`src/design/rtc_alarm_map.vh`:
```
// register map, field positions and timing counts of the alarm and trim block
// assumes a 32-bit wishbone bus with byte addresses and a 32.768 khz pulse input
`ifndef RTC_ALARM_MAP_VH
`define RTC_ALARM_MAP_VH

`define ADR_ALARM_WINDOW 6'h00
`define ADR_ALARM_CFG 6'h04
`define ADR_TRIM 6'h08
`define ADR_IRQ_STATUS 6'h0c
`define ADR_IRQ_MASK 6'h10
`define ADR_TIME_STATE 6'h14

`define CFG_ENABLE 15
`define CFG_ENDLESS 14
`define CFG_MASK_HI 13
`define CFG_MASK_LO 10
`define CFG_PTR_HI 9
`define CFG_PTR_LO 8
`define CFG_RPT_HI 7
`define CFG_RPT_LO 0

`define TRIM_TIMER_ON 15
`define TRIM_SYNC 12
`define TRIM_HI 7
`define TRIM_LO 0

`define PAIR_MINSEC 2'h0
`define PAIR_WDHR 2'h1
`define PAIR_MTHDY 2'h2
`define PAIR_NONE 2'h3
`define IMPL_MINSEC 16'h7f7f
`define IMPL_WDHR 16'h073f
`define IMPL_MTHDY 16'h1f3f

`define TENS_MAX 3'h5
`define ONES_MAX 4'h9
`define MINSEC_BYTES 2
`define BYTE_BITS 8
`define PAD_BIT 7
`define DIGIT_TENS_HI 6
`define DIGIT_TENS_LO 4
`define DIGIT_ONES_HI 3
`define DIGIT_ONES_LO 0
`define RPT_ZERO 8'h00
`define RPT_FULL 8'hff

`define HALF_SEC_PULSES 17'sh04000
`define SYNC_WINDOW 17'sh00020
`define HALF_TICKS_PER_MIN 7'h77
`define TRIM_SHIFT 2

`define IRQ_ALARM 0
`define IRQ_MINUTE 1
`define IRQ_BITS 2

`define MASK_HALF 4'h0
`define MASK_SEC 4'h1
`define MASK_TENSEC 4'h2
`define MASK_MIN 4'h3
`define MASK_TENMIN 4'h4
`define MASK_HOUR 4'h5
`define MASK_DAY 4'h6
`define MASK_WEEK 4'h7
`define MASK_MONTH 4'h8
`define MASK_YEAR 4'h9

`endif

```
`src/design/alarm_match.v`:
```
// digit comparator: decides whether the selected alarm digits equal the clock
// assumes alarm and time pairs share the same bcd layout
`timescale 1ns/1ps
`default_nettype none
`include "rtc_alarm_map.vh"

module alarm_match (
	input wire [3:0] digit_mask,
	input wire full_second,
	input wire [15:0] alarm_min_sec,
	input wire [15:0] alarm_wd_hr,
	input wire [15:0] alarm_mth_day,
	input wire [15:0] time_min_sec,
	input wire [15:0] time_wd_hr,
	input wire [15:0] time_mth_day,
	output reg match
);
	wire sec_ones_eq;
	wire sec_eq;
	wire min_ones_eq;
	wire min_eq;
	wire hr_eq;
	wire wd_eq;
	wire day_eq;
	wire mth_eq;

	assign sec_ones_eq = alarm_min_sec[3:0] == time_min_sec[3:0];
	assign sec_eq = alarm_min_sec[6:0] == time_min_sec[6:0];
	assign min_ones_eq = alarm_min_sec[11:8] == time_min_sec[11:8];
	assign min_eq = alarm_min_sec[14:8] == time_min_sec[14:8];
	assign hr_eq = alarm_wd_hr[5:0] == time_wd_hr[5:0];
	assign wd_eq = alarm_wd_hr[10:8] == time_wd_hr[10:8];
	assign day_eq = alarm_mth_day[5:0] == time_mth_day[5:0];
	assign mth_eq = alarm_mth_day[12:8] == time_mth_day[12:8];

	// more mask steps add more digits, the month step comparing day in place of weekday; whole-second masks ignore half ticks
	always @* begin
		case (digit_mask)
		`MASK_HALF: match = 1'b1;
		`MASK_SEC: match = full_second;
		`MASK_TENSEC: match = full_second & sec_ones_eq;
		`MASK_MIN: match = full_second & sec_eq;
		`MASK_TENMIN: match = full_second & sec_eq & min_ones_eq;
		`MASK_HOUR: match = full_second & sec_eq & min_eq;
		`MASK_DAY: match = full_second & sec_eq & min_eq & hr_eq;
		`MASK_WEEK: match = full_second & sec_eq & min_eq & hr_eq & wd_eq;
		`MASK_MONTH: match = full_second & sec_eq & min_eq & hr_eq & day_eq;
		`MASK_YEAR: match = full_second & sec_eq & min_eq & hr_eq & day_eq & mth_eq;
		default: match = 1'b0;
		endcase
	end
endmodule // alarm_match

`default_nettype wire

```
`src/design/rtc_alarm_calibration.v`:
```
// alarm, repeat and crystal trim logic of a calendar clock, wishbone slave
// assumes rtc_pulse is a one-cycle strobe per 32.768 khz crystal period,
// synchronous to sys_clk, and cur_* digits come from the calendar counters
//
// Summary of operation
// - minutes alarm digits: tens in 14-12 up to 5, ones in 11-8 up to 9.
// - seconds alarm digits: tens in 6-4 up to 5, ones in 3-0 up to 9.
// - bits 15 and 7 of the minutes/seconds alarm always read zero.
// - signed trim byte times four pulses added to timer once per minute.
// - negative trim removes pulses each minute for a fast crystal.
// - config bit 15 enables the alarm; spans half second to one year.
// - four-bit mask at 13:10 picks which digits must match.
// - repeat count at 7:0; zero gives one alarm, ff gives 255 repeats.
// - each alarm decrements count; at zero, last alarm then enable clears.
// - endless bit 14 wraps count from zero to ff and keeps alarming.
// - every alarm event sets the alarm status bit; irq rises only if its mask bit is set.
// - alarm pulse output toggles on each alarm, synchronous to clock.
// - two-bit pointer picks alarm pair; high-byte access decrements to zero.
//
// The register addresses and the Wishbone slave port were decided locally.
`timescale 1ns/1ps
`default_nettype none
`include "rtc_alarm_map.vh"

module rtc_alarm_calibration (
	input wire sys_clk,
	input wire rst,
	input wire wb_cyc_i,
	input wire wb_stb_i,
	input wire wb_we_i,
	input wire [5:0] wb_adr_i,
	input wire [3:0] wb_sel_i,
	input wire [31:0] wb_dat_i,
	output reg [31:0] wb_dat_o,
	output reg wb_ack_o,
	input wire rtc_pulse,
	input wire [15:0] cur_min_sec,
	input wire [15:0] cur_wd_hr,
	input wire [15:0] cur_mth_day,
	output reg half_sec_tick,
	output reg seconds_pulse,
	output reg alarm_pulse,
	output reg irq
);
	// alarm value pairs, indexed by the value pointer
	reg [15:0] alarm_pair_reg [0:2];
	reg [15:0] alarm_pair_next [0:2];
	reg [15:0] alarm_config_repeat_reg;
	reg [15:0] alarm_config_repeat_next;
	reg [7:0] trim_reg;
	reg [7:0] trim_next;
	reg timer_on_reg;
	reg timer_on_next;
	reg [`IRQ_BITS-1:0] irq_status_reg;
	wire [`IRQ_BITS-1:0] irq_status_next;
	reg [`IRQ_BITS-1:0] irq_mask_reg;
	reg [`IRQ_BITS-1:0] irq_mask_next;
	reg signed [16:0] pulse_count_reg;
	reg signed [16:0] pulse_count_next;
	reg [6:0] half_count_reg;
	reg [6:0] half_count_next;
	reg half_phase_reg;
	reg half_phase_next;
	reg sync_reg;
	reg sync_next;
	reg [31:0] rd_data_next;
	reg [15:0] pair_wr;
	reg [15:0] pair_merge;
	reg [15:0] pair_rd;
	reg [15:0] impl_mask;
	reg alarm_event;
	reg minute_event;
	reg half_tick_now;

	wire bus_req;
	wire bus_fire;
	wire wr_fire;
	wire hi_touch;
	wire digit_match;
	wire [1:0] ptr;
	wire signed [16:0] trim_pulses;
	wire [15:0] pair_clamped;
	wire [`IRQ_BITS-1:0] irq_event;
	wire [`IRQ_BITS-1:0] status_clear;

	genvar d;
	genvar b;

	// ack one cycle after the request; the write lands on the acked edge
	assign bus_req = wb_cyc_i & wb_stb_i;
	assign bus_fire = bus_req & wb_ack_o;
	assign wr_fire = bus_fire & wb_we_i;
	// reads count as upper-byte accesses too
	assign hi_touch = bus_fire & (wb_adr_i == `ADR_ALARM_WINDOW) & wb_sel_i[1];
	assign ptr = alarm_config_repeat_reg[`CFG_PTR_HI:`CFG_PTR_LO];
	// sign-extended trim times four
	assign trim_pulses = {{7{trim_reg[7]}}, trim_reg, 2'b00};

	alarm_match u_match (
		.digit_mask(alarm_config_repeat_reg[`CFG_MASK_HI:`CFG_MASK_LO]),
		.full_second(half_phase_reg),
		.alarm_min_sec(alarm_pair_reg[0]),
		.alarm_wd_hr(alarm_pair_reg[1]),
		.alarm_mth_day(alarm_pair_reg[2]),
		.time_min_sec(cur_min_sec),
		.time_wd_hr(cur_wd_hr),
		.time_mth_day(cur_mth_day),
		.match(digit_match)
	);

	// implemented-bit mask of the pair the pointer selects
	always @* begin
		case (ptr)
		`PAIR_MINSEC: impl_mask = `IMPL_MINSEC;
		`PAIR_WDHR: impl_mask = `IMPL_WDHR;
		`PAIR_MTHDY: impl_mask = `IMPL_MTHDY;
		default: impl_mask = 16'h0000;
		endcase
	end

	always @* begin
		if (ptr == `PAIR_NONE) begin
			pair_rd = 16'h0000;
		end else begin
			pair_rd = alarm_pair_reg[ptr] & impl_mask;
		end
	end

	// merge the written bytes into the selected pair
	always @* begin
		pair_merge = pair_rd;
		if (wb_sel_i[0]) begin
			pair_merge[7:0] = wb_dat_i[7:0];
		end
		if (wb_sel_i[1]) begin
			pair_merge[15:8] = wb_dat_i[15:8];
		end
		pair_merge = pair_merge & impl_mask;
	end

	// one bcd clamp per byte: byte 1 minutes, byte 0 seconds
	// non-bcd digits could never match the calendar, so they pin to the top value
	generate
		for (d = 0; d < `MINSEC_BYTES; d = d + 1) begin : bcd_byte
			wire [2:0] tens;
			wire [3:0] ones;
			assign tens = pair_merge[d*`BYTE_BITS+`DIGIT_TENS_HI:d*`BYTE_BITS+`DIGIT_TENS_LO];
			assign ones = pair_merge[d*`BYTE_BITS+`DIGIT_ONES_HI:d*`BYTE_BITS+`DIGIT_ONES_LO];
			assign pair_clamped[d*`BYTE_BITS+`PAD_BIT] = 1'b0;
			assign pair_clamped[d*`BYTE_BITS+`DIGIT_TENS_HI:d*`BYTE_BITS+`DIGIT_TENS_LO] =
				(tens > `TENS_MAX) ? `TENS_MAX : tens;
			assign pair_clamped[d*`BYTE_BITS+`DIGIT_ONES_HI:d*`BYTE_BITS+`DIGIT_ONES_LO] =
				(ones > `ONES_MAX) ? `ONES_MAX : ones;
		end
	endgenerate

	// only the minutes/seconds pair carries these digit limits
	always @* begin
		if (ptr == `PAIR_MINSEC) begin
			pair_wr = pair_clamped;
		end else begin
			pair_wr = pair_merge;
		end
	end

	// prescaler: half-second ticks from crystal pulses, trim applied at the minute
	always @* begin
		pulse_count_next = pulse_count_reg;
		half_count_next = half_count_reg;
		half_phase_next = half_phase_reg;
		half_tick_now = 1'b0;
		minute_event = 1'b0;
		if (timer_on_reg && rtc_pulse) begin
			if (pulse_count_reg >= `HALF_SEC_PULSES - 17'sd1) begin
				half_tick_now = 1'b1;
				half_phase_next = ~half_phase_reg;
				if (half_count_reg == `HALF_TICKS_PER_MIN) begin
					// a head start adds pulses; a negative start removes them
					half_count_next = 7'h00;
					minute_event = 1'b1;
					pulse_count_next = trim_pulses;
				end else begin
					half_count_next = half_count_reg + 7'h01;
					pulse_count_next = 17'sd0;
				end
			end else begin
				pulse_count_next = pulse_count_reg + 17'sd1;
			end
		end
		// warns software that a rollover is close
		sync_next = timer_on_reg &&
			(pulse_count_next >= `HALF_SEC_PULSES - `SYNC_WINDOW);
	end

	// alarm decision on the tick; repeat bookkeeping is done in regs_next
	always @* begin
		alarm_event = half_tick_now & alarm_config_repeat_reg[`CFG_ENABLE] &
			digit_match;
	end

	// status bits: write one to clear, but an event in the same cycle wins
	assign status_clear = (wr_fire && wb_adr_i == `ADR_IRQ_STATUS && wb_sel_i[0]) ?
		wb_dat_i[`IRQ_BITS-1:0] : {`IRQ_BITS{1'b0}};
	assign irq_event[`IRQ_ALARM] = alarm_event;
	assign irq_event[`IRQ_MINUTE] = minute_event;

	generate
		for (b = 0; b < `IRQ_BITS; b = b + 1) begin : status_bit
			assign irq_status_next[b] = irq_event[b] |
				(irq_status_reg[b] & ~status_clear[b]);
		end
	endgenerate

	// register writes, then hardware updates on top so events are never lost
	always @* begin : regs_next
		integer i;
		for (i = 0; i < 3; i = i + 1) begin
			alarm_pair_next[i] = alarm_pair_reg[i];
		end
		alarm_config_repeat_next = alarm_config_repeat_reg;
		trim_next = trim_reg;
		timer_on_next = timer_on_reg;
		irq_mask_next = irq_mask_reg;
		if (wr_fire) begin
			case (wb_adr_i)
			`ADR_ALARM_WINDOW: begin
				if (ptr != `PAIR_NONE) begin
					alarm_pair_next[ptr] = pair_wr;
				end
			end
			`ADR_ALARM_CFG: begin
				if (wb_sel_i[0]) begin
					alarm_config_repeat_next[7:0] = wb_dat_i[7:0];
				end
				if (wb_sel_i[1]) begin
					alarm_config_repeat_next[15:8] = wb_dat_i[15:8];
				end
			end
			`ADR_TRIM: begin
				if (wb_sel_i[0]) begin
					trim_next = wb_dat_i[`TRIM_HI:`TRIM_LO];
				end
				if (wb_sel_i[1]) begin
					timer_on_next = wb_dat_i[`TRIM_TIMER_ON];
				end
			end
			`ADR_IRQ_MASK: begin
				if (wb_sel_i[0]) begin
					irq_mask_next = wb_dat_i[`IRQ_BITS-1:0];
				end
			end
			default: begin
			end
			endcase
		end
		// pointer steps down on each upper-byte access and parks at zero
		if (hi_touch && ptr != `PAIR_MINSEC) begin
			alarm_config_repeat_next[`CFG_PTR_HI:`CFG_PTR_LO] = ptr - 2'h1;
		end
		if (alarm_event) begin
			if (alarm_config_repeat_reg[`CFG_RPT_HI:`CFG_RPT_LO] != `RPT_ZERO) begin
				alarm_config_repeat_next[`CFG_RPT_HI:`CFG_RPT_LO] =
					alarm_config_repeat_reg[`CFG_RPT_HI:`CFG_RPT_LO] - 8'h01;
			end else if (alarm_config_repeat_reg[`CFG_ENDLESS]) begin
				alarm_config_repeat_next[`CFG_RPT_HI:`CFG_RPT_LO] = `RPT_FULL;
			end else begin
				alarm_config_repeat_next[`CFG_ENABLE] = 1'b0;
			end
		end
	end

	// read mux; unmapped addresses read zero
	always @* begin
		rd_data_next = 32'h0000_0000;
		case (wb_adr_i)
		`ADR_ALARM_WINDOW: rd_data_next[15:0] = pair_rd;
		`ADR_ALARM_CFG: rd_data_next[15:0] = alarm_config_repeat_reg;
		`ADR_TRIM: begin
			rd_data_next[`TRIM_HI:`TRIM_LO] = trim_reg;
			rd_data_next[`TRIM_SYNC] = sync_reg;
			rd_data_next[`TRIM_TIMER_ON] = timer_on_reg;
		end
		`ADR_IRQ_STATUS: rd_data_next[`IRQ_BITS-1:0] = irq_status_reg;
		`ADR_IRQ_MASK: rd_data_next[`IRQ_BITS-1:0] = irq_mask_reg;
		`ADR_TIME_STATE: rd_data_next[16:0] = pulse_count_reg;
		default: rd_data_next = 32'h0000_0000;
		endcase
	end

	always @(posedge sys_clk) begin : seq
		integer i;
		if (rst) begin
			for (i = 0; i < 3; i = i + 1) begin
				alarm_pair_reg[i] <= 16'h0000;
			end
			alarm_config_repeat_reg <= 16'h0000;
			trim_reg <= 8'h00;
			timer_on_reg <= 1'b0;
			irq_status_reg <= {`IRQ_BITS{1'b0}};
			irq_mask_reg <= {`IRQ_BITS{1'b0}};
			pulse_count_reg <= 17'sd0;
			half_count_reg <= 7'h00;
			half_phase_reg <= 1'b0;
			sync_reg <= 1'b0;
			wb_ack_o <= 1'b0;
			wb_dat_o <= 32'h0000_0000;
			half_sec_tick <= 1'b0;
			seconds_pulse <= 1'b0;
			alarm_pulse <= 1'b0;
			irq <= 1'b0;
		end else begin
			for (i = 0; i < 3; i = i + 1) begin
				alarm_pair_reg[i] <= alarm_pair_next[i];
			end
			alarm_config_repeat_reg <= alarm_config_repeat_next;
			trim_reg <= trim_next;
			timer_on_reg <= timer_on_next;
			irq_status_reg <= irq_status_next;
			irq_mask_reg <= irq_mask_next;
			pulse_count_reg <= pulse_count_next;
			half_count_reg <= half_count_next;
			half_phase_reg <= half_phase_next;
			sync_reg <= sync_next;
			// ack drops the cycle after it is given
			wb_ack_o <= bus_req & ~wb_ack_o;
			// read data taken when the request is first seen, before the pointer steps
			if (bus_req && !wb_ack_o) begin
				wb_dat_o <= rd_data_next;
			end
			half_sec_tick <= half_tick_now;
			seconds_pulse <= half_phase_next;
			if (alarm_event) begin
				alarm_pulse <= ~alarm_pulse;
			end
			irq <= |(irq_status_next & irq_mask_next);
		end
	end
endmodule // rtc_alarm_calibration

`default_nettype wire

```
`config.mk`:
```
export PLATFORM = sky130hd
export DESIGN_NAME = rtc_alarm_calibration
export DESIGN_NICKNAME = d
export VERILOG_FILES = /design/src/design/alarm_match.v /design/src/design/rtc_alarm_calibration.v
export VERILOG_INCLUDE_DIRS = /design/src /design/src/design
export SDC_FILE = /design/constraint.sdc
export NUM_CORES = 1
export LEC_CHECK = 0
export BUFFER_PORTS_ARGS = -buffer_cell sky130_fd_sc_hd__buf_2
export CAP_MARGIN = 10
export CORE_AREA = 10 10 124 126
export DETAILED_ROUTE_END_ITERATION = 6
export DIE_AREA = 0 0 134 136
export MAX_ROUTING_LAYER = met4
export PLACE_DENSITY = 0.86
export SYNTH_ARGS = -nofsm -noshare
export SYNTH_HDL_FRONTEND = slang
export SYNTH_HIERARCHICAL = 1
export SYNTH_SLANG_ARGS = --single-unit
```
`constraint.sdc`:
```
create_clock -name sys_clk -period 3.1 [get_ports sys_clk]
set_input_delay 0.31 -clock sys_clk [delete_from_list [all_inputs] [get_ports sys_clk]]
set_output_delay 0.31 -clock sys_clk [all_outputs]
set_load 0.02 [all_outputs]
```
==> key figures <==
Run
  • Max-cap violations: 0

GRT
  • Remaining Overflow, GRT: 0
  • Total track usage: 23.7%
  • Vias in the first global route: 6628
  • Initial antenna violation count: 0
  • First-pass GRT wire length: 34.1 mm
  • Largest net degree at the start of global routing: 42

Drt
  • Drt first pass iters: 6
  • # DRC: 0
  • DRT Wirelength: 21.3 mm
  • DR WL/cell: 19.0 µm
  • Drt initial violations: 914
  • Routed Antenna Nets: 0
  • DR vias/cell: 6.15
  • Vias after detailed routing: 6865

Timing
  • Max-slew violations: 0
  • TNS Setup: 0 ns
  • Clock skew: 0.00672 ns
  • Period minus WS final: 2.73 ns
  • RSZ-0062 raised after global routing: no
  • Worst Tran Pin Value: 0.843 ns
  • Setup violators final: 0
  • Slew HR: 43.3%
  • Final worst path period share: 88.1%
  • Fmax: 0.366 GHz
  • Final number of hold-violating endpoints: 0

Worst setup path
  • R2r endpoint: alarm_config_repeat_reg[0]$_SDFF_PP0_
  • Critical path class: register to register
  • CP endpoint kind: register
  • Startpoint types: register
  • Worst Path Required: 3.44 ns
  • Reg2reg setup slack: 0.37 ns
  • Critical Path Fanout Max: 8
  • Reg-to-Reg Start: pulse_count_reg[0]$_SDFF_PP0_
  • Worst r2r path cells: 7
  • WP data arrival: 3.07 ns

Yosys
  • Yosys warning total: 6
  • Cell taking the most area after synthesis: dfxtp_1
  • Ys async rst share: 0%
  • Post-synth top flop: dfxtp_1
  • Top-area cell type share of the netlist area: 34.3%
  • Count leader, synth: dfxtp_1
  • Mapped cell area: 7000 µm²
  • Seq/Total Area, Yosys: 34.3%
  • Cells after Synth: 856
  • Largest cells by area after synthesis: dfxtp_1 34%, nor2_1 6.4%, mux2i_1 5.6%
  • #FFs+latches synth: 120
  • Post-synth EDFFs: 0
  • Synth cell types: 74
  • Synth top cells by count: 120 x dfxtp_1, 119 x nor2_1, 85 x nand2_1
  • Syn Area/Cell: 8.18 µm²

Worst hold path
  • Hold EP: alarm_config_repeat_reg[10]$_SDFFE_PP0P_
  • Min-delay worst type: input pin to register
  • Worst Hold Path Cells: 3
  • Hold_sp: wb_dat_i[10]

Layout
  • Ant. Diodes: 0
  • Final instance area: 8060 µm²
  • Share of cells above drive strength 1: 18.7%
  • Layout Nets: 1033
  • Synth-to-Final Area Change: 15.1%
  • Fillers: 1082
  • Max reg flops: 42

Pwr
  • Leakage: 2.93 nW
  • Power Dens Cells: 448 nW/µm²
  • Worst vdd ir: 376 µV

Clock tree
  • Hold buffers post-CTS: 0
  • Clock transition at path regs: 0.05 ns
  • CTS Buf Count: 17
  • CTS sink cnt: 120
  • Post-CTS Setup Inserts: 0
  • Clk Latency, worst-skew pair: 0.43 ns
  • Htree depth: 4
  • TritonCTS clock tree: yes
  • Post-cts sizing count: 0
  • Worst-case clock buffer depth: 2
  • Root Buffer: clkbuf_16

Floorplan
  • Chip width: 134 µm
  • Full die area: 18200 µm²
  • Core area: 13000 µm²
  • Starting Density: 53.9%
  • Cell Rows: 42
  • Ports: 133
  • DIE HEIGHT: 136 µm

Placement
  • DP HPWL: 15.5 mm
  • Placed inst area: 7510 µm²
  • Port Buffer Count: 85
  • Routability Congestion: 0.987

Status
  • Status: complete, no violations
## critical path: stages, from the launching register on
cell	delay, ns
dfxtp_1	0.45
ha_1	0.31
a21oi_1	0.08
or4_4	0.57
o21ai_4	0.25
nand4_4	0.18
nand2b_1	0.44
a221oi_2	0.35
## cells by family (layout without fill, tap and decap cells)
family / count (synthesis) / count (layout) / share of synthesized area [%]
AND/OR/NAND/NOR: 337 / 337 / 23.7
AO/OA/AOI/OAI: 210 / 210 / 21.2
flip-flops: 120 / 120 / 34.3
buffers and inverters: 80 / 151 / 5.60
multiplexers: 51 / 51 / 7.51
XOR/XNOR: 48 / 48 / 6.01
adder cells (fa/ha/maj): 9 / 9 / 1.61
other: 1 / 15 / 0.0536
## area by class of cell
type,count,area (µm²),share of cell area (%)
Tap cell,176,220,2.73
Sequential cell,120,2400,29.8
Timing Repair Buffer,106,586,7.27
Inverter,13,48.8,0.606
Clock inverter,9,75.1,0.932
Multi-Input combinational cell,670,4260,52.8
Clock buffer,23,468,5.81
## worst max path at each step
stage                     depth (start not counted)                                     to                          start  slack [ns]
final                                             7  alarm_config_repeat_reg[0]$_SDFF_PP0_  pulse_count_reg[0]$_SDFF_PP0_        0.37
after global placement                            9                    sync_reg$_SDFF_PP0_  pulse_count_reg[0]$_SDFF_PP0_        0.50
after CTS                                         7  alarm_config_repeat_reg[0]$_SDFF_PP0_  pulse_count_reg[0]$_SDFF_PP0_        0.41
after detailed placement                          9  alarm_config_repeat_reg[0]$_SDFF_PP0_                 cur_min_sec[5]        0.42
after floorplan                                   9                    sync_reg$_SDFF_PP0_  pulse_count_reg[0]$_SDFF_PP0_        0.77
after global routing                              7  alarm_config_repeat_reg[1]$_SDFF_PP0_  pulse_count_reg[0]$_SDFF_PP0_        0.24
## where the power goes
| part | internal (mW) | switching (mW) | total, mW | leakage [nW] |
|---|---|---|---|---|
| combinational | 0.0760 | 0.146 | 0.222 | 1.69 |
| sequential | 1.55 | 0.00360 | 1.55 | 0.967 |
| clock | 1.13 | 0.702 | 1.83 | 0.266 |
## cells in the final DEF, fill, tap and decap left out, types with 13 or more instances in the layout
cell type	count
dfxtp_1	120
nor2_1	119
nand2_1	85
buf_2	84
a21oi_1	69
mux2i_1	39
xnor2_1	33
buf_4	22
o21ai_0	20
nand3_1	20
nor3_1	19
nand2b_1	17
a211oi_1	17
clkbuf_16	17
xor2_1	15
conb_1	15
and2_1	14
o211ai_1	13
## through the flow
step	util, %	total power, mW	std cells	setup WS, ns	hold WS, ns
finish	62.1	3.61	1117	0.368	0.141
global route	62.1	3.69	1117	0.243	0.174
CTS	62.1	3.60	1117	0.406	0.140
floorplan	-	1.73	870	0.772	0.436
detailed placement	57.9	1.80	1085	0.416	0.441
global placement	57.9	1.80	1085	0.500	0.442
## metal layers
| metal | track usage (%) | wire length (µm) |
|---|---|---|
| met5 | - | 0 |
| met4 | 10.6 | 718 |
| met3 | 5.09 | 2000 |
| met2 | 36.0 | 9710 |
| met1 | 29.8 | 8830 |
No activity file was read; power rests on OpenSTA's default activity.
